File: src/verilog/phy_ctrl_pkg.sv
// constants shared by the transceiver control register block
package phy_ctrl_pkg;

    // ****************************************
    // register map (index, byte address = index * 4)
    // ****************************************
    localparam logic [7:0]  CTRL_INDEX      = 8'h19;
    localparam logic [7:0]  COUNT_INDEX     = 8'h1C;
    localparam logic [11:0] CTRL_ADDR       = {2'h0, CTRL_INDEX, 2'h0};
    localparam logic [11:0] COUNT_ADDR      = {2'h0, COUNT_INDEX, 2'h0};

    // ****************************************
    // transceiver_control field positions
    // ****************************************
    localparam int ACE_BIT       = 15;
    localparam int FORCE_BIT     = 14;
    localparam int PAUSE_RX_BIT  = 13;
    localparam int PAUSE_TX_BIT  = 12;
    localparam int INJECT_BIT    = 11;
    localparam int SEQ_BIT       = 10;
    localparam int PASS_BIT      = 9;
    localparam int RUN_BIT       = 8;
    localparam int BYPASS_BIT    = 7;
    localparam int MODE_BIT      = 5;
    localparam int ADDR_LSB      = 0;
    localparam int ADDR_W        = 5;

    // ****************************************
    // reset values of non-strap fields
    // ****************************************
    localparam logic RST_FORCE   = 1'b0;
    localparam logic RST_PAUSE   = 1'b0;
    localparam logic RST_INJECT  = 1'b0;
    localparam logic RST_SEQ     = 1'b0;
    localparam logic RST_PASS    = 1'b0;
    localparam logic RST_RUN     = 1'b0;
    localparam logic RST_BYPASS  = 1'b0;

    // ****************************************
    // strap load and self-test
    // ****************************************
    localparam logic [1:0] BOOT_LOAD    = 2'h2;
    localparam int         COUNT_W      = 8;
    localparam logic [3:0] CHK_FILL     = 4'hF;
    localparam logic [14:0] PRBS_SEED   = 15'h7FFF;

    // ****************************************
    // timing
    // ****************************************
    localparam int CLK_PERIOD_PS = 5000;
    localparam int STRETCH_MS    = 50;
    localparam int BLINK_MS      = 100;
    localparam int STRETCH_CYC   = STRETCH_MS * (1000000000 / CLK_PERIOD_PS);
    localparam int BLINK_CYC     = BLINK_MS * (1000000000 / CLK_PERIOD_PS);

    // feedback bit of the selected pseudo-random sequence
    function automatic logic prbs_feedback(input logic [14:0] sr, input logic fifteen);
        prbs_feedback = fifteen ? (sr[14] ^ sr[13]) : (sr[8] ^ sr[4]);
    endfunction

endpackage

File: src/verilog/phy_control_register.sv
// transceiver control register with APB slave, self-test and LED control
//
// Decided for this implementation: the APB register port.
`timescale 1ns/1ps

module phy_control_register
    import phy_ctrl_pkg::*;
#(
    parameter int unsigned STRETCH_CYCLES = STRETCH_CYC,
    parameter int unsigned BLINK_CYCLES   = BLINK_CYC
)(
    input  wire logic               pclk,
    input  wire logic               presetn,
    input  wire logic               psel,
    input  wire logic               penable,
    input  wire logic               pwrite,
    input  wire logic [11:0]        paddr,
    input  wire logic [31:0]        pwdata,
    output logic [31:0]             prdata,
    output logic                    pready,
    output logic                    pslverr,
    input  wire logic               strap_auto_crossover,
    input  wire logic               strap_led_mode,
    input  wire logic [ADDR_W-1:0]  strap_address,
    input  wire logic               an_result_valid,
    input  wire logic               an_full_duplex,
    input  wire logic [1:0]         local_pause_ability,
    input  wire logic [1:0]         partner_pause_ability,
    input  wire logic               link_good,
    input  wire logic               activity,
    input  wire logic               speed_100,
    input  wire logic               selftest_rx_bit,
    output logic                    selftest_tx_bit,
    output logic                    auto_crossover_enable,
    output logic                    crossover_force,
    output logic                    pause_rx_enable,
    output logic                    pause_tx_enable,
    output logic [ADDR_W-1:0]       management_address,
    output logic                    link_indicator,
    output logic                    speed_indicator
);

    // ****************************************
    // state
    // ****************************************
    typedef struct packed {
        logic              ace_s1;
        logic              ace_s2;
        logic              mode_s1;
        logic              mode_s2;
        logic [ADDR_W-1:0] addr_s1;
        logic [ADDR_W-1:0] addr_s2;
        logic [1:0]        boot_cnt;
        logic              boot_done;
        logic              ace;
        logic              force_x;
        logic              pause_rx;
        logic              pause_tx;
        logic              inject;
        logic              seq;
        logic              run;
        logic              bypass;
        logic              led_mode;
        logic [ADDR_W-1:0] addr;
        logic              pready;
        logic              pslverr;
        logic [31:0]       prdata;
    } state_t;

    state_t q;
    state_t d;

    logic               st_pass;
    logic [COUNT_W-1:0] st_errs;
    logic               access;
    logic               completing;
    logic [15:0]        ctrl_word;
    logic [1:0]         pause_res;

    // ****************************************
    // helpers
    // ****************************************
    // 1 = control register, 2 = count register, 0 = unmapped
    function automatic logic [1:0] decode(input logic [11:0] a);
        if (a == CTRL_ADDR) begin
            decode = 2'h1;
        end else if (a == COUNT_ADDR) begin
            decode = 2'h2;
        end else begin
            decode = 2'h0;
        end
    endfunction

    // {rx, tx} pause resolution; ability is {asym_dir, pause}
    function automatic logic [1:0] resolve(input logic [1:0] loc, input logic [1:0] par);
        if (loc[0] && par[0]) begin
            resolve = 2'h3;
        end else if (loc == 2'h3 && par == 2'h2) begin
            resolve = 2'h2;
        end else if (loc == 2'h2 && par == 2'h3) begin
            resolve = 2'h1;
        end else begin
            resolve = 2'h0;
        end
    endfunction

    assign access     = psel && penable && q.boot_done;
    assign completing = access && q.pready;
    assign pause_res  = resolve(local_pause_ability, partner_pause_ability);

    // reserved bit 6 always reads zero
    always_comb begin
        ctrl_word                          = '0;
        ctrl_word[ACE_BIT]                 = q.ace;
        ctrl_word[FORCE_BIT]               = q.force_x;
        ctrl_word[PAUSE_RX_BIT]            = q.pause_rx;
        ctrl_word[PAUSE_TX_BIT]            = q.pause_tx;
        ctrl_word[INJECT_BIT]              = q.inject;
        ctrl_word[SEQ_BIT]                 = q.seq;
        ctrl_word[PASS_BIT]                = st_pass;
        ctrl_word[RUN_BIT]                 = q.run;
        ctrl_word[BYPASS_BIT]              = q.bypass;
        ctrl_word[MODE_BIT]                = q.led_mode;
        ctrl_word[ADDR_LSB+:ADDR_W]        = q.addr;
    end

    // ****************************************
    // next state
    // ****************************************
    always_comb begin
        d = q;

        // strap synchronisers
        d.ace_s1  = strap_auto_crossover;
        d.ace_s2  = q.ace_s1;
        d.mode_s1 = strap_led_mode;
        d.mode_s2 = q.mode_s1;
        d.addr_s1 = strap_address;
        d.addr_s2 = q.addr_s1;

        // load straps once after reset release
        if (!q.boot_done) begin
            if (q.boot_cnt == BOOT_LOAD) begin
                d.boot_done = 1'b1;
                d.ace       = q.ace_s2;
                d.led_mode  = q.mode_s2;
                d.addr      = q.addr_s2;
            end else begin
                d.boot_cnt = q.boot_cnt + 2'h1;
            end
        end

        // single-error request lasts one cycle
        d.inject = 1'b0;

        // pause bits follow negotiation results only
        if (an_result_valid) begin
            d.pause_rx = an_full_duplex & pause_res[1];
            d.pause_tx = an_full_duplex & pause_res[0];
        end

        // APB: one wait state, answer registered
        d.pready  = 1'b0;
        d.pslverr = 1'b0;
        if (access && !q.pready) begin
            d.pready = 1'b1;
            unique case (decode(paddr))
                2'h1: d.prdata = {16'h0000, ctrl_word};
                2'h2: d.prdata = {{(32-COUNT_W){1'b0}}, st_errs};
                default: begin
                    d.prdata  = 32'h0000_0000;
                    d.pslverr = 1'b1;
                end
            endcase
        end

        // write takes effect at the completing edge
        if (completing && pwrite && decode(paddr) == 2'h1) begin
            d.ace      = pwdata[ACE_BIT];
            d.force_x  = pwdata[FORCE_BIT];
            d.inject   = pwdata[INJECT_BIT] & q.run;
            d.seq      = pwdata[SEQ_BIT];
            d.run      = pwdata[RUN_BIT];
            d.bypass   = pwdata[BYPASS_BIT];
            d.led_mode = pwdata[MODE_BIT];
            d.addr     = pwdata[ADDR_LSB+:ADDR_W];
        end
    end

    // ****************************************
    // registers
    // ****************************************
    always_ff @(posedge pclk or negedge presetn) begin
        if (!presetn) begin
            q           <= '0;
            q.force_x   <= RST_FORCE;
            q.pause_rx  <= RST_PAUSE;
            q.pause_tx  <= RST_PAUSE;
            q.inject    <= RST_INJECT;
            q.seq       <= RST_SEQ;
            q.run       <= RST_RUN;
            q.bypass    <= RST_BYPASS;
        end else begin
            q <= d;
        end
    end

    // ****************************************
    // self-test
    // ****************************************
    selftest_prbs u_selftest (
        .pclk                     (pclk),
        .presetn                  (presetn),
        .selftest_run             (q.run),
        .selftest_sequence_select (q.seq),
        .selftest_error_inject    (q.inject),
        .selftest_rx_bit          (selftest_rx_bit),
        .selftest_tx_bit          (selftest_tx_bit),
        .selftest_pass_flag       (st_pass),
        .selftest_error_count     (st_errs)
    );

    // ****************************************
    // indicators
    // ****************************************
    led_driver #(
        .STRETCH_CYCLES (STRETCH_CYCLES),
        .BLINK_CYCLES   (BLINK_CYCLES)
    ) u_led (
        .pclk               (pclk),
        .presetn            (presetn),
        .led_mode_select    (q.led_mode),
        .led_stretch_bypass (q.bypass),
        .link_good          (link_good),
        .activity           (activity),
        .speed_100          (speed_100),
        .link_indicator     (link_indicator),
        .speed_indicator    (speed_indicator)
    );

    // ****************************************
    // outputs
    // ****************************************
    assign prdata                = q.prdata;
    assign pready                = q.pready;
    assign pslverr               = q.pslverr;
    assign auto_crossover_enable = q.ace;
    assign crossover_force       = q.force_x;
    assign pause_rx_enable       = q.pause_rx;
    assign pause_tx_enable       = q.pause_tx;
    assign management_address    = q.addr;

endmodule // phy_control_register

File: src/verilog/selftest_prbs.sv
// packet self-test pattern generator and checker
`timescale 1ns/1ps
module selftest_prbs
    import phy_ctrl_pkg::*;
(
    input  wire logic               pclk,
    input  wire logic               presetn,
    input  wire logic               selftest_run,
    input  wire logic               selftest_sequence_select,
    input  wire logic               selftest_error_inject,
    input  wire logic               selftest_rx_bit,
    output logic                    selftest_tx_bit,
    output logic                    selftest_pass_flag,
    output logic [COUNT_W-1:0]      selftest_error_count
);

    typedef struct packed {
        logic [14:0]        gen_sr;
        logic [14:0]        chk_sr;
        logic [3:0]         fill;
        logic               tx_bit;
        logic               pass;
        logic               run;
        logic [COUNT_W-1:0] errs;
    } st_state_t;

    st_state_t q;
    st_state_t d;
    logic      gen_fb;
    logic      mismatch;

    assign gen_fb   = prbs_feedback(q.gen_sr, selftest_sequence_select);
    assign mismatch = selftest_rx_bit != prbs_feedback(q.chk_sr, selftest_sequence_select);

    always_comb begin
        d     = q;
        d.run = selftest_run;
        if (selftest_run && !q.run) begin
            // first bit leaves at start, so the checker never takes a stale bit
            d.tx_bit = prbs_feedback(PRBS_SEED, selftest_sequence_select);
            d.gen_sr = {PRBS_SEED[13:0], d.tx_bit};
            d.chk_sr = '0;
            d.fill   = '0;
            d.pass   = 1'b1;
            d.errs   = '0;
        end else if (selftest_run) begin
            d.gen_sr = {q.gen_sr[13:0], gen_fb};
            d.tx_bit = gen_fb ^ selftest_error_inject;
            d.chk_sr = {q.chk_sr[13:0], selftest_rx_bit};
            if (q.fill != CHK_FILL) begin
                d.fill = q.fill + 4'h1;
            end else if (mismatch) begin
                d.pass = 1'b0;
                if (q.errs != '1) begin
                    d.errs = q.errs + 1'b1;
                end
            end
        end else begin
            d.pass   = 1'b0;
            d.tx_bit = 1'b0;
            d.fill   = '0;
        end
    end

    always_ff @(posedge pclk or negedge presetn) begin
        if (!presetn) begin
            q <= '0;
        end else begin
            q <= d;
        end
    end

    assign selftest_tx_bit      = q.tx_bit;
    assign selftest_pass_flag   = q.pass;
    assign selftest_error_count = q.errs;

endmodule // selftest_prbs

File: src/verilog/led_driver.sv
// link and speed indicator drivers with activity stretching
`timescale 1ns/1ps
module led_driver
    import phy_ctrl_pkg::*;
#(
    parameter int unsigned STRETCH_CYCLES = STRETCH_CYC,
    parameter int unsigned BLINK_CYCLES   = BLINK_CYC
)(
    input  wire logic pclk,
    input  wire logic presetn,
    input  wire logic led_mode_select,
    input  wire logic led_stretch_bypass,
    input  wire logic link_good,
    input  wire logic activity,
    input  wire logic speed_100,
    output logic      link_indicator,
    output logic      speed_indicator
);

    typedef struct packed {
        logic [31:0] stretch;
        logic [31:0] blink;
        logic        phase;
        logic        link;
        logic        speed;
    } led_state_t;

    led_state_t q;
    led_state_t d;
    logic       blink_tick;
    logic       act_on;

    assign blink_tick = q.blink == BLINK_CYCLES - 1;
    assign act_on     = q.stretch != '0;

    always_comb begin
        d       = q;
        d.blink = blink_tick ? '0 : q.blink + 32'h1;
        if (blink_tick) begin
            d.phase = ~q.phase;
        end
        if (activity) begin
            d.stretch = STRETCH_CYCLES;
        end else if (act_on) begin
            d.stretch = q.stretch - 32'h1;
        end
        if (led_mode_select) begin
            d.link = link_good;
        end else if (led_stretch_bypass) begin
            d.link = link_good & ~activity;
        end else begin
            d.link = act_on ? (link_good & q.phase) : link_good;
        end
        d.speed = speed_100;
    end

    always_ff @(posedge pclk or negedge presetn) begin
        if (!presetn) begin
            q <= '0;
        end else begin
            q <= d;
        end
    end

    assign link_indicator  = q.link;
    assign speed_indicator = q.speed;

endmodule // led_driver

File: config.mk
export PLATFORM = sky130hd
export DESIGN_NAME = phy_control_register
export DESIGN_NICKNAME = d
export VERILOG_FILES = /design/src/verilog/phy_ctrl_pkg.sv /design/src/verilog/phy_control_register.sv /design/src/verilog/selftest_prbs.sv /design/src/verilog/led_driver.sv
export SDC_FILE = /design/constraint.sdc
export NUM_CORES = 1
export LEC_CHECK = 0
export BUFFER_PORTS_ARGS = -buffer_cell sky130_fd_sc_hd__buf_2
export CORE_AREA = 8 8 145 120
export DETAILED_ROUTE_END_ITERATION = 12
export DIE_AREA = 0 0 153 128
export PLACE_DENSITY = 0.71
export SYNTH_ARGS = -nofsm -noshare
export SYNTH_HDL_FRONTEND = slang
export SYNTH_SLANG_ARGS = --single-unit
File: constraint.sdc
create_clock -name pclk -period 3.5 [get_ports pclk]
set_input_delay 0.175 -clock pclk [delete_from_list [all_inputs] [get_ports pclk]]
set_output_delay 0.175 -clock pclk [all_outputs]
set_load 0.05 [all_outputs]
==> results.sh, run 1 <==
export IMPL_run_status="finished, final reports clean"
export IMPL_tightest_slew_ns=1.01
export IMPL_netlist_instances=698
export IMPL_num_rows=41
export IMPL_syn_area_um2=7370
export IMPL_synth_xor_area_share_pct=4.75
export IMPL_drive_gt1_share_pct=16.2
export IMPL_num_io_pins=112
export IMPL_reg2reg_from="u_led.q[51]"
export IMPL_min_period_ns=2.71
export IMPL_setup_viol=0
export IMPL_die_y_um=128
export IMPL_cp_max_fo=11
export IMPL_io_buffers=75
export IMPL_core_area_um2=15200
export IMPL_min_path_type="primary input to flop"
export IMPL_holdCritStartpoint="pwdata[0]"
export IMPL_register_area_um2=4030
export IMPL_power_leakage_nw=3.74
export IMPL_num_antenna_cells=0
export IMPL_synth_distinct_cells=56
export IMPL_dr_total_vias=5346
export IMPL_yosys_area_top_type="dfrtp_1"
export IMPL_die_x_um=153
export IMPL_rr_worst_depth=5
export IMPL_antenna_found_initial=0
export IMPL_drt_pass1_iter_count=4
export IMPL_h_tree_depth=4
export IMPL_fin_hold_ws_ns=0.0206
export IMPL_start_kind="flop"
export IMPL_synth_top_family_by_area="simple AND/OR/NAND/NOR gates"
export IMPL_ys_seq_area_share_pct=54.7
export IMPL_cts_resized=0
export IMPL_grt_setup_unrepaired="no"
export IMPL_cts_made_buffers=17
export IMPL_grt_pass1_vias=5282
export IMPL_slew_headroom_pct=32.4
export IMPL_post_route_period_util_pct=77.6
export IMPL_clk_latency_ns=0.42
export IMPL_hold_viol_final=0
export IMPL_synthAdderAreaFrac_pct=0.849
export IMPL_yosysWarnings=0
export IMPL_synth_flop_cell="dfrtp_1"
export IMPL_ys_top_cells_by_area="dfrtp_1 (55%), buf_4 (3.8%), xnor2_1 (3.3%)"
export IMPL_async_flop_share_pct=100
export IMPL_crit_path_end_kind="flop"
export IMPL_route_detailed_drc=0
export IMPL_grt_use_total_pct=16.2
export IMPL_final_cell_mix="dfrtp_1 (161), buf_2 (74), nor2_1 (53)"
export IMPL_max_vdd_ir_drop_mv=0.280
export IMPL_cts_tree="done"
export IMPL_synth_top_area_share_pct=54.7
export IMPL_start_util_pct=48.4
export IMPL_overflow=0
export IMPL_die_area_um2=19600
export IMPL_dp_final_hpwl_um=10500
export IMPL_drt_initial_drc_count=403
export IMPL_grt_max_degree=97
export IMPL_layout_commonest_cell="dfrtp_1"
export IMPL_synth_edff_count=0
export IMPL_r2r_end="u_led.q[43]"
export IMPL_critPathArrivalTime_ns=3.02
export IMPL_clkSlewWorstSetupHoldPaths_ns=0.07
export IMPL_crit_type="flop to flop"
export IMPL_fill_cells=1290
export IMPL_final_nets=842
export IMPL_worst_r2r_setup_slack_ns=0.79
export IMPL_area_delta_synth_final_pct=15.2
export IMPL_synth_area_per_cell_um2=10.6
export IMPL_routed_via_density=5.47
export IMPL_worstHoldPathCells=3
export IMPL_synth_compound_area_share_pct=9.71
export IMPL_fmax_ghz=0.368
export IMPL_ys_ff_latch=161
export IMPL_grt_pass1_wl_um=26000
export IMPL_synth_area_mux_share_pct=3.29
export IMPL_clockBufferDepth=2
export IMPL_root_buffer="clkbuf_16"
export IMPL_cts_num_sinks=161
export IMPL_wl_per_cell_um=15.8
export IMPL_synth_simple_area_share_pct=20.1
export IMPL_worst_clock_skew_ns=0.00844
export IMPL_drv_cap=0
export IMPL_gp_congestion=0.782
export IMPL_finalWirelength_um=15400
export IMPL_multi_input_area_um2=2910
export IMPL_tns_ns=0
export IMPL_hold_path_end="management_address[0]"
export IMPL_slew_violations=0
export IMPL_ant_nets=0
export IMPL_cp_data_required_time_ns=3.81
export IMPL_power_per_cell_area_nw_per_um2=479
[through the flow]
step	power (mW)	setup slack (ns)	cell area (um^2)	utilization, %	std cells
after detailed placement	2.29	0.848	7730	50.7	927
after global routing	4.22	0.617	8490	55.7	977
final	4.07	0.786	8490	55.7	977
after CTS	4.12	0.774	8490	55.7	977
after global placement	2.28	0.895	7730	50.7	927
after floorplan	2.21	1.22	7420	-	713
[flip-flops by register name, summed over array words and instances (netlist names), 5 cells and up]
signal	count
ctrl_word	5
d	7
management_address	5
prdata	16
q	10
u_led.q	65
u_selftest.q	35
u_selftest.selftest_error_count	8
[report_power, final]
group | switching (mW) | internal, mW
clock network | 0.795 | 1.00
registers | 0.0339 | 1.91
logic | 0.233 | 0.0977
[cells in the mapped netlist, types with 9 or more instances]
library cell  instances
nor3_1               13
nand2_1              48
a21oi_1              27
nand2b_1              9
o21ai_0              15
nand3_1              44
xnor2_1              28
nand4_1              15
mux2_1                9
nor4_1               10
clkbuf_1             19
inv_1                31
dfrtp_1             161
nor2_1               53
o22ai_1              18
or3_1                22
o22a_1               13
buf_4                37
xor2_1               12
mux2i_1              13
[how the worst max path moves through the flow]
stage                           start     endpoint  slack (ns)  cells after the start
after CTS                 u_led.q[39]  u_led.q[43]        0.77                      5
after global routing      u_led.q[51]  u_led.q[43]        0.62                      5
after detailed placement  u_led.q[39]  u_led.q[43]        0.85                      5
after global placement    u_led.q[39]  u_led.q[43]        0.90                      5
after floorplan           u_led.q[51]  u_led.q[57]        1.22                      5
final                     u_led.q[51]  u_led.q[43]        0.79                      5
[critical path, stage by stage, from the launching register on]
cell and delay [ns]:
dfrtp_1 0.41, or4_4 0.57, nor3_2 0.46, nand4_1 0.51, nor3b_1 0.32, mux2_1 0.32
[layout make-up]
| class | count | share of cell area (%) |
|---|---|---|
| Timing Repair Buffer | 99 | 7.15 |
| Tap cell | 193 | 2.85 |
| Inverter | 32 | 1.42 |
| Clock inverter | 15 | 1.80 |
| Clock buffer | 17 | 5.01 |
| Multi-Input combinational cell | 460 | 34.3 |
| Sequential cell | 161 | 47.5 |
[timing repair]
action,in CTS,in global routing
endpoints found under the hold margin,111,0
setup buffers,0,0
hold buffers,18,0
[kinds of logic after synthesis]
group	count (synthesis)
buffers and inverters	92
and+or+nand+nor	267
adders and majority gates	5
AOI/OAI and AO/OA	109
other	1
xor gates and xnor gates	40
DFF	161
muxes	23
[routing by layer]
layer	wire (um)	GRT usage, %
met2	7490	25.9
met4	161	4.88
met1	7170	21.3
met3	569	4.38
met5	0	0
No activity file was read; power rests on OpenSTA's default activity.
==> run 2, diff against run 1 <==
--- a/config.mk
+++ b/config.mk
@@ -9,7 +9,7 @@
 export CORE_AREA = 8 8 145 120
 export DETAILED_ROUTE_END_ITERATION = 12
 export DIE_AREA = 0 0 153 128
-export PLACE_DENSITY = 0.71
+export PLACE_DENSITY = 0.73
 export SYNTH_ARGS = -nofsm -noshare
 export SYNTH_HDL_FRONTEND = slang
 export SYNTH_SLANG_ARGS = --single-unit
==> constraint.sdc (replaced) <==
create_clock -name pclk -period 2.4 [get_ports pclk]
set_input_delay 0.12 -clock pclk [delete_from_list [all_inputs] [get_ports pclk]]
set_output_delay 0.12 -clock pclk [all_outputs]
set_load 0.05 [all_outputs]
==> run 2 against run 1 <==
Against the previous run:
- combinational power increased by 53%
- clock skew increased by 0.0013 ns
- register-to-register slack got worse by 0.74 ns
- clock-buffer cell count increased by 2
- critical path type unchanged
- first-iteration DRC count decreased by 23%
- worst hold slack improved by 0.026 ns
- largest power group unchanged
- total power increased by 50%
- largest cell class unchanged
==> results.sh, run 2 (synthesis results as in run 1) <==
export IMPL_h_tree_depth=4
export IMPL_wl_per_cell_um=15.8
export IMPL_num_rows=41
export IMPL_critPathTopFamily="simple AND/OR/NAND/NOR gates"
export IMPL_slew_violations=0
export IMPL_p_clk_share_pct=45.4
export IMPL_overflow=0
export IMPL_run_status="finished, final reports clean"
export IMPL_fin_hold_ws_ns=0.0467
export IMPL_grt_pass1_vias=5444
export IMPL_tns_ns=0
export IMPL_post_route_period_util_pct=98.0
export IMPL_num_io_pins=112
export IMPL_power_per_cell_area_nw_per_um2=694
export IMPL_clkSlewWorstSetupHoldPaths_ns=0.06
export IMPL_final_util_pct=57.8
export IMPL_gp_congestion=0.802
export IMPL_power_leakage_nw=3.91
export IMPL_drive_gt1_share_pct=18.2
export IMPL_hold_viol_final=0
export IMPL_p_sw_mw=1.51
export IMPL_worstPathCellList="or4_4 > or4_4 > or3_1 > or3_1 > a21oi_1"
export IMPL_critPathArrivalTime_ns=2.70
export IMPL_drt_initial_drc_count=310
export IMPL_num_antenna_cells=0
export IMPL_final_cell_mix="dfrtp_1 (161), buf_2 (74), nor2_1 (53)"
export IMPL_top_register="u_led.q"
export IMPL_dp_final_hpwl_um=11100
export IMPL_io_buffers=75
export IMPL_dr_total_vias=5566
export IMPL_cts_num_sinks=161
export IMPL_cts_made_buffers=17
export IMPL_crit_type="flop to flop"
export IMPL_netSwitchingFraction_pct=24.8
export IMPL_area_delta_synth_final_pct=19.6
export IMPL_fmax_ghz=0.425
export IMPL_largest_reg_flops=65
export IMPL_finalPower_mw=6.11
export IMPL_route_detailed_drc=0
export IMPL_layout_commonest_cell="dfrtp_1"
export IMPL_fill_cells=1249
export IMPL_min_period_ns=2.35
export IMPL_root_buffer="clkbuf_16"
export IMPL_drt_pass1_iter_count=5
export IMPL_slew_headroom_pct=52.7
export IMPL_die_x_um=153
export IMPL_routed_via_density=5.53
export IMPL_finalWirelength_um=15900
export IMPL_min_path_type="primary input to flop"
export IMPL_multi_input_area_um2=2940
export IMPL_die_y_um=128
export IMPL_cp_data_required_time_ns=2.74
export IMPL_final_nets=872
export IMPL_max_vdd_ir_drop_mv=0.392
export IMPL_design_area_um2=8810
export IMPL_drv_cap=0
export IMPL_grt_max_degree=71
export IMPL_antenna_found_initial=0
export IMPL_cp_max_fo=4
export IMPL_tightest_slew_ns=0.707
export IMPL_grt_use_total_pct=16.8
export IMPL_dpl_cell_area_um2=7900
export IMPL_ant_nets=0
export IMPL_cts_tree="done"
export IMPL_worst_clock_skew_ns=0.00973
export IMPL_critPathBufInv=0
export IMPL_core_area_um2=15200
export IMPL_start_util_pct=48.4
export IMPL_register_area_um2=4030
export IMPL_start_kind="flop"
export IMPL_internal_power_mw=4.60
export IMPL_die_area_um2=19600
export IMPL_clockBufferDepth=2
export IMPL_grt_setup_unrepaired="no"
export IMPL_clk_latency_ns=0.42
export IMPL_grt_pass1_wl_um=26900
export IMPL_p_seq_share_pct=46.3
export IMPL_combPwrFrac_pct=8.3
export IMPL_slowest_stage="or4_4"
export IMPL_crit_path_end_kind="flop"
export IMPL_setup_viol=0
export IMPL_cp_slowest_stage_delay_ns=0.57
## run 2: cell count changes in the layout (fill, tap and decap cells not counted), moves of 3 or more
cell and delta:
dlygate4sd3_1 +9, clkinv_4 -4, inv_6 +3, buf_4 +19
## run 2: routing by layer
layer	GRT usage, %	vias to the layer above	part of all wire, %
li1	-	2650	-
met4	6.10	0	1.9
met1	22.0	2746	46
met3	5.19	29	5.0
met2	25.9	141	47
met5	0	-	0
## run 2: per-stage QoR
step | cells | setup slack, ns
after floorplan | 713 | 0.116
after global placement | 947 | 0.0489
after detailed placement | 947 | 0.00530
after CTS | 1006 | 0.0241
after global routing | 1007 | 0.00104
final | 1007 | 0.0474
## run 2: final cells by class
class / instances / area share, %
sequential: 161 / 45.7
multi-input combinational: 460 / 33.3
inverter: 32 / 1.36
clock inverter: 13 / 1.95
timing repair buffer: 129 / 9.98
tap: 193 / 2.74
clock buffer: 19 / 4.91
## run 2: power groups by stage
stage | sequential, mW | clock (mW) | combinational (mW)
floorplan | 2.89 | 0 | 0.328
global placement | 2.87 | 0 | 0.450
finish | 2.83 | 2.77 | 0.505
detailed placement | 2.88 | 0 | 0.465
CTS | 2.83 | 2.83 | 0.504
global route | 2.84 | 2.97 | 0.549
## run 2: path summary, 6_finish.rpt
kind | start | to | slack, ns | depth (start not counted)
worst max-delay path | u_led.q[50] | u_led.q[57] | 0.05 | 5
worst min-delay path | selftest_rx_bit | u_selftest.q[15] | 0.05 | 3
worst max register to register | u_led.q[50] | u_led.q[57] | 0.05 | 5
worst min register to register | d[52] | q[52] | 0.35 | 0
max in group asynchronous | presetn | u_led.q[15] | 1.59 | 3
min in group asynchronous | presetn | u_led.q[26] | 0.14 | 2
## run 2: worst min-delay path, delay by kind of cell
kind	cells	cell delay, ns
buffers and inverters	2	0.22
AO/OA/AOI/OAI	1	0.09
## run 2: repair_timing
action	4_1_cts	5_1_grt
setup buffers	0	1
gates resized for setup	1	3
setup endpoints to repair	1	9
pin swaps	0	3
endpoints found under the hold margin	175	0
hold buffers	27	0
==> run 3, diff against run 2 <==
--- a/config.mk
+++ b/config.mk
@@ -6,10 +6,11 @@
 export NUM_CORES = 1
 export LEC_CHECK = 0
 export BUFFER_PORTS_ARGS = -buffer_cell sky130_fd_sc_hd__buf_2
-export CORE_AREA = 8 8 145 120
+export CORE_AREA = 8 8 147 122
 export DETAILED_ROUTE_END_ITERATION = 12
-export DIE_AREA = 0 0 153 128
+export DIE_AREA = 0 0 155 130
 export PLACE_DENSITY = 0.73
 export SYNTH_ARGS = -nofsm -noshare
 export SYNTH_HDL_FRONTEND = slang
+export SYNTH_HIERARCHICAL = 1
 export SYNTH_SLANG_ARGS = --single-unit
==> run 3 against run 2 <==
Against the previous run:
- first-iteration DRC count grew 59%
- clock-buffer cell count rose by 3
- critical path type unchanged
- global-route usage down 0.40 points
- worst hold slack worse by 0.024 ns
- critical path depth is 1 higher
- clock power about the same
- clock skew shrank 0.0016 ns
- synthesized cell count increased by 0.43%
- largest power group unchanged
==> results.sh, run 3 <==
export IMPL_cp_slowest_stage_delay_ns=0.47
export IMPL_endpoint="u_led/q[42]"
export IMPL_grt_max_degree=78
export IMPL_largest_reg_flops=65
export IMPL_synth_top_area_share_pct=52.9
export IMPL_min_path_type="primary input to flop"
export IMPL_cp_num_cells=6
export IMPL_grt_use_total_pct=16.4
export IMPL_crit_start="u_led/q[47]"
export IMPL_overflow=0
export IMPL_slew_violations=0
export IMPL_dpl_cell_area_um2=8050
export IMPL_core_area_um2=15400
export IMPL_top_register="u_led/q"
export IMPL_ys_top_cells_by_count="dfrtp_1 (161), buf_4 (47), nor2_1 (44)"
export IMPL_critPathArrivalTime_ns=2.54
export IMPL_netlist_instances=701
export IMPL_synth_edff_count=0
export IMPL_synthMostInstantiatedCell="dfrtp_1"
export IMPL_worstPathCellList="nor4_4 > nand4_2 > o31ai_4 > buf_4 > nor3_1 > or3b_1"
export IMPL_die_area_um2=20200
export IMPL_io_buffers=75
export IMPL_layout_commonest_cell="dfrtp_1"
export IMPL_final_nets=858
export IMPL_stdcell_count=1015
export IMPL_ys_top_cells_by_area="dfrtp_1 (53%), buf_4 (4.6%), xnor2_1 (3.1%)"
export IMPL_final_util_pct=57.8
export IMPL_crit_path_end_kind="flop"
export IMPL_drt_initial_drc_count=494
export IMPL_root_buffer="clkbuf_16"
export IMPL_min_period_ns=2.25
export IMPL_fmax_ghz=0.445
export IMPL_crit_type="flop to flop"
export IMPL_routed_via_density=5.38
export IMPL_setup_viol=0
export IMPL_hold_viol_final=0
export IMPL_reg2reg_from="u_led/q[47]"
export IMPL_cts_made_buffers=17
export IMPL_start_kind="flop"
export IMPL_r2r_end="u_led/q[42]"
export IMPL_slowest_stage="dfrtp_1"
export IMPL_route_detailed_drc=0
export IMPL_start_util_pct=49.3
export IMPL_yosysWarnings=6
export IMPL_cp_data_required_time_ns=2.70
export IMPL_dp_cells=956
export IMPL_cts_num_sinks=161
export IMPL_run_status="finished, final reports clean"
export IMPL_worst_r2r_setup_slack_ns=0.15
export IMPL_drv_cap=0
export IMPL_dp_slack_ns=0.168
export IMPL_async_flop_share_pct=100
export IMPL_ant_nets=0
export IMPL_design_area_um2=8930
export IMPL_drt_pass1_iter_count=5
export IMPL_gp_congestion=0.802
export IMPL_worst_clock_skew_ns=0.00817
export IMPL_synth_area_per_cell_um2=10.9
export IMPL_wl_per_cell_um=15.7
export IMPL_h_tree_depth=4
export IMPL_syn_area_um2=7620
export IMPL_clockBufferDepth=2
export IMPL_tns_ns=0
export IMPL_num_antenna_cells=0
export IMPL_synth_distinct_cells=68
export IMPL_ys_ff_latch=161
export IMPL_dr_total_vias=5456
export IMPL_die_x_um=155
export IMPL_clkSlewWorstSetupHoldPaths_ns=0.06
export IMPL_antenna_found_initial=0
export IMPL_power_leakage_nw=3.98
export IMPL_grt_setup_unrepaired="no"
export IMPL_slew_headroom_pct=52.1
export IMPL_power_per_cell_area_nw_per_um2=684
export IMPL_drive_gt1_share_pct=20.4
export IMPL_clk_latency_ns=0.42
export IMPL_final_cell_mix="dfrtp_1 (161), buf_2 (74), nor2_1 (44)"
export IMPL_num_rows=41
export IMPL_area_delta_synth_final_pct=17.2
export IMPL_setup_ws_ns=0.155
export IMPL_yosys_area_top_type="dfrtp_1"
export IMPL_dp_final_hpwl_um=10800
export IMPL_critPathBufInv=1
export IMPL_tightest_slew_ns=0.717
export IMPL_grt_pass1_wl_um=26800
export IMPL_die_y_um=130
export IMPL_ys_seq_area_share_pct=52.9
export IMPL_synth_flop_cell="dfrtp_1"
export IMPL_cp_max_fo=15
export IMPL_rr_worst_depth=6
export IMPL_post_route_period_util_pct=93.6
export IMPL_cts_tree="done"
export IMPL_max_vdd_ir_drop_mv=0.443
export IMPL_finalWirelength_um=16000
export IMPL_grt_pass1_vias=5553
export IMPL_finalPower_mw=6.11
export IMPL_num_io_pins=112
export IMPL_critPathTopFamily="simple AND/OR/NAND/NOR gates"
export IMPL_fin_hold_ws_ns=0.0224
-- run 3: cell types whose count changed in the layout (fill, tap and decap cells not counted), sizes merged, moves of 8 or more --
cell,previous run,this run
o22a,13,3
mux2,10,20
nor2,53,44
a22o,0,9
buf,102,94
nand3,44,23
and2,2,11
o21ai,19,32
or3,22,11
mux2i,13,5
xor2,12,22
nand2,48,30
-- run 3: report_power, final --
part / internal (mW) / switching (mW) / leakage (nW)
clock network: 1.76 / 1.04 / 0.294
logic: 0.178 / 0.300 / 1.60
registers: 2.77 / 0.0611 / 2.08
total: 4.71 / 1.40 / 3.98
-- run 3: area by class of cell --
| cell class | instances | area, um^2 |
|---|---|---|
| well taps | 215 | 269 |
| clock inverters | 10 | 159 |
| fillers | 1214 | 6510 |
| inverters | 39 | 146 |
| clock buffers | 22 | 454 |
| repair buffers | 121 | 820 |
| flip-flops and latches | 161 | 4030 |
| multi-input cells | 447 | 3050 |
-- run 3: what timing repair did --
item | 4_1_cts | 5_1_grt
hold buffers | 27 | 0
resized for setup | 0 | 0
endpoints found under the hold margin | 97 | 0
setup buffers | 0 | 0
-- run 3: worst min-delay path by stage --
stage	start	to	slack (ns)	cells after the start
2_1_floorplan	presetn	auto_crossover_enable	-0.18	0
3_3_place_gp	presetn	u_led/q[3]	0.19	1
3_5_place_dp	presetn	u_led/q[4]	0.20	1
4_1_cts	selftest_rx_bit	u_selftest/q[15]	0.01	3
5_1_grt	selftest_rx_bit	u_selftest/q[15]	0.06	3
6_report	selftest_rx_bit	u_selftest/q[15]	0.02	3
-- run 3: layer usage --
layer / part of all wire [%] / global-route usage (%) / vias up
met2: 47 / 26.6 / 176
met5: 0 / 0 / -
met4: 0.97 / 4.31 / 0
met1: 45 / 20.9 / 2665
li1: - / - / 2599
met3: 7.2 / 5.12 / 16
-- run 3: logic make-up after synthesis --
logic type | share of synthesized area, %
compound gates | 10.9
xor+xnor | 5.95
fa+ha+maj | 0.821
buf+inv | 7.79
flops | 52.9
mux | 3.66
other cells | 0.0492
simple gates | 17.9
-- run 3: tightest hold or removal path: stages --
cell and delay, ns:
buf_2 0.15, nand2_1 0.07, o21ai_0 0.06
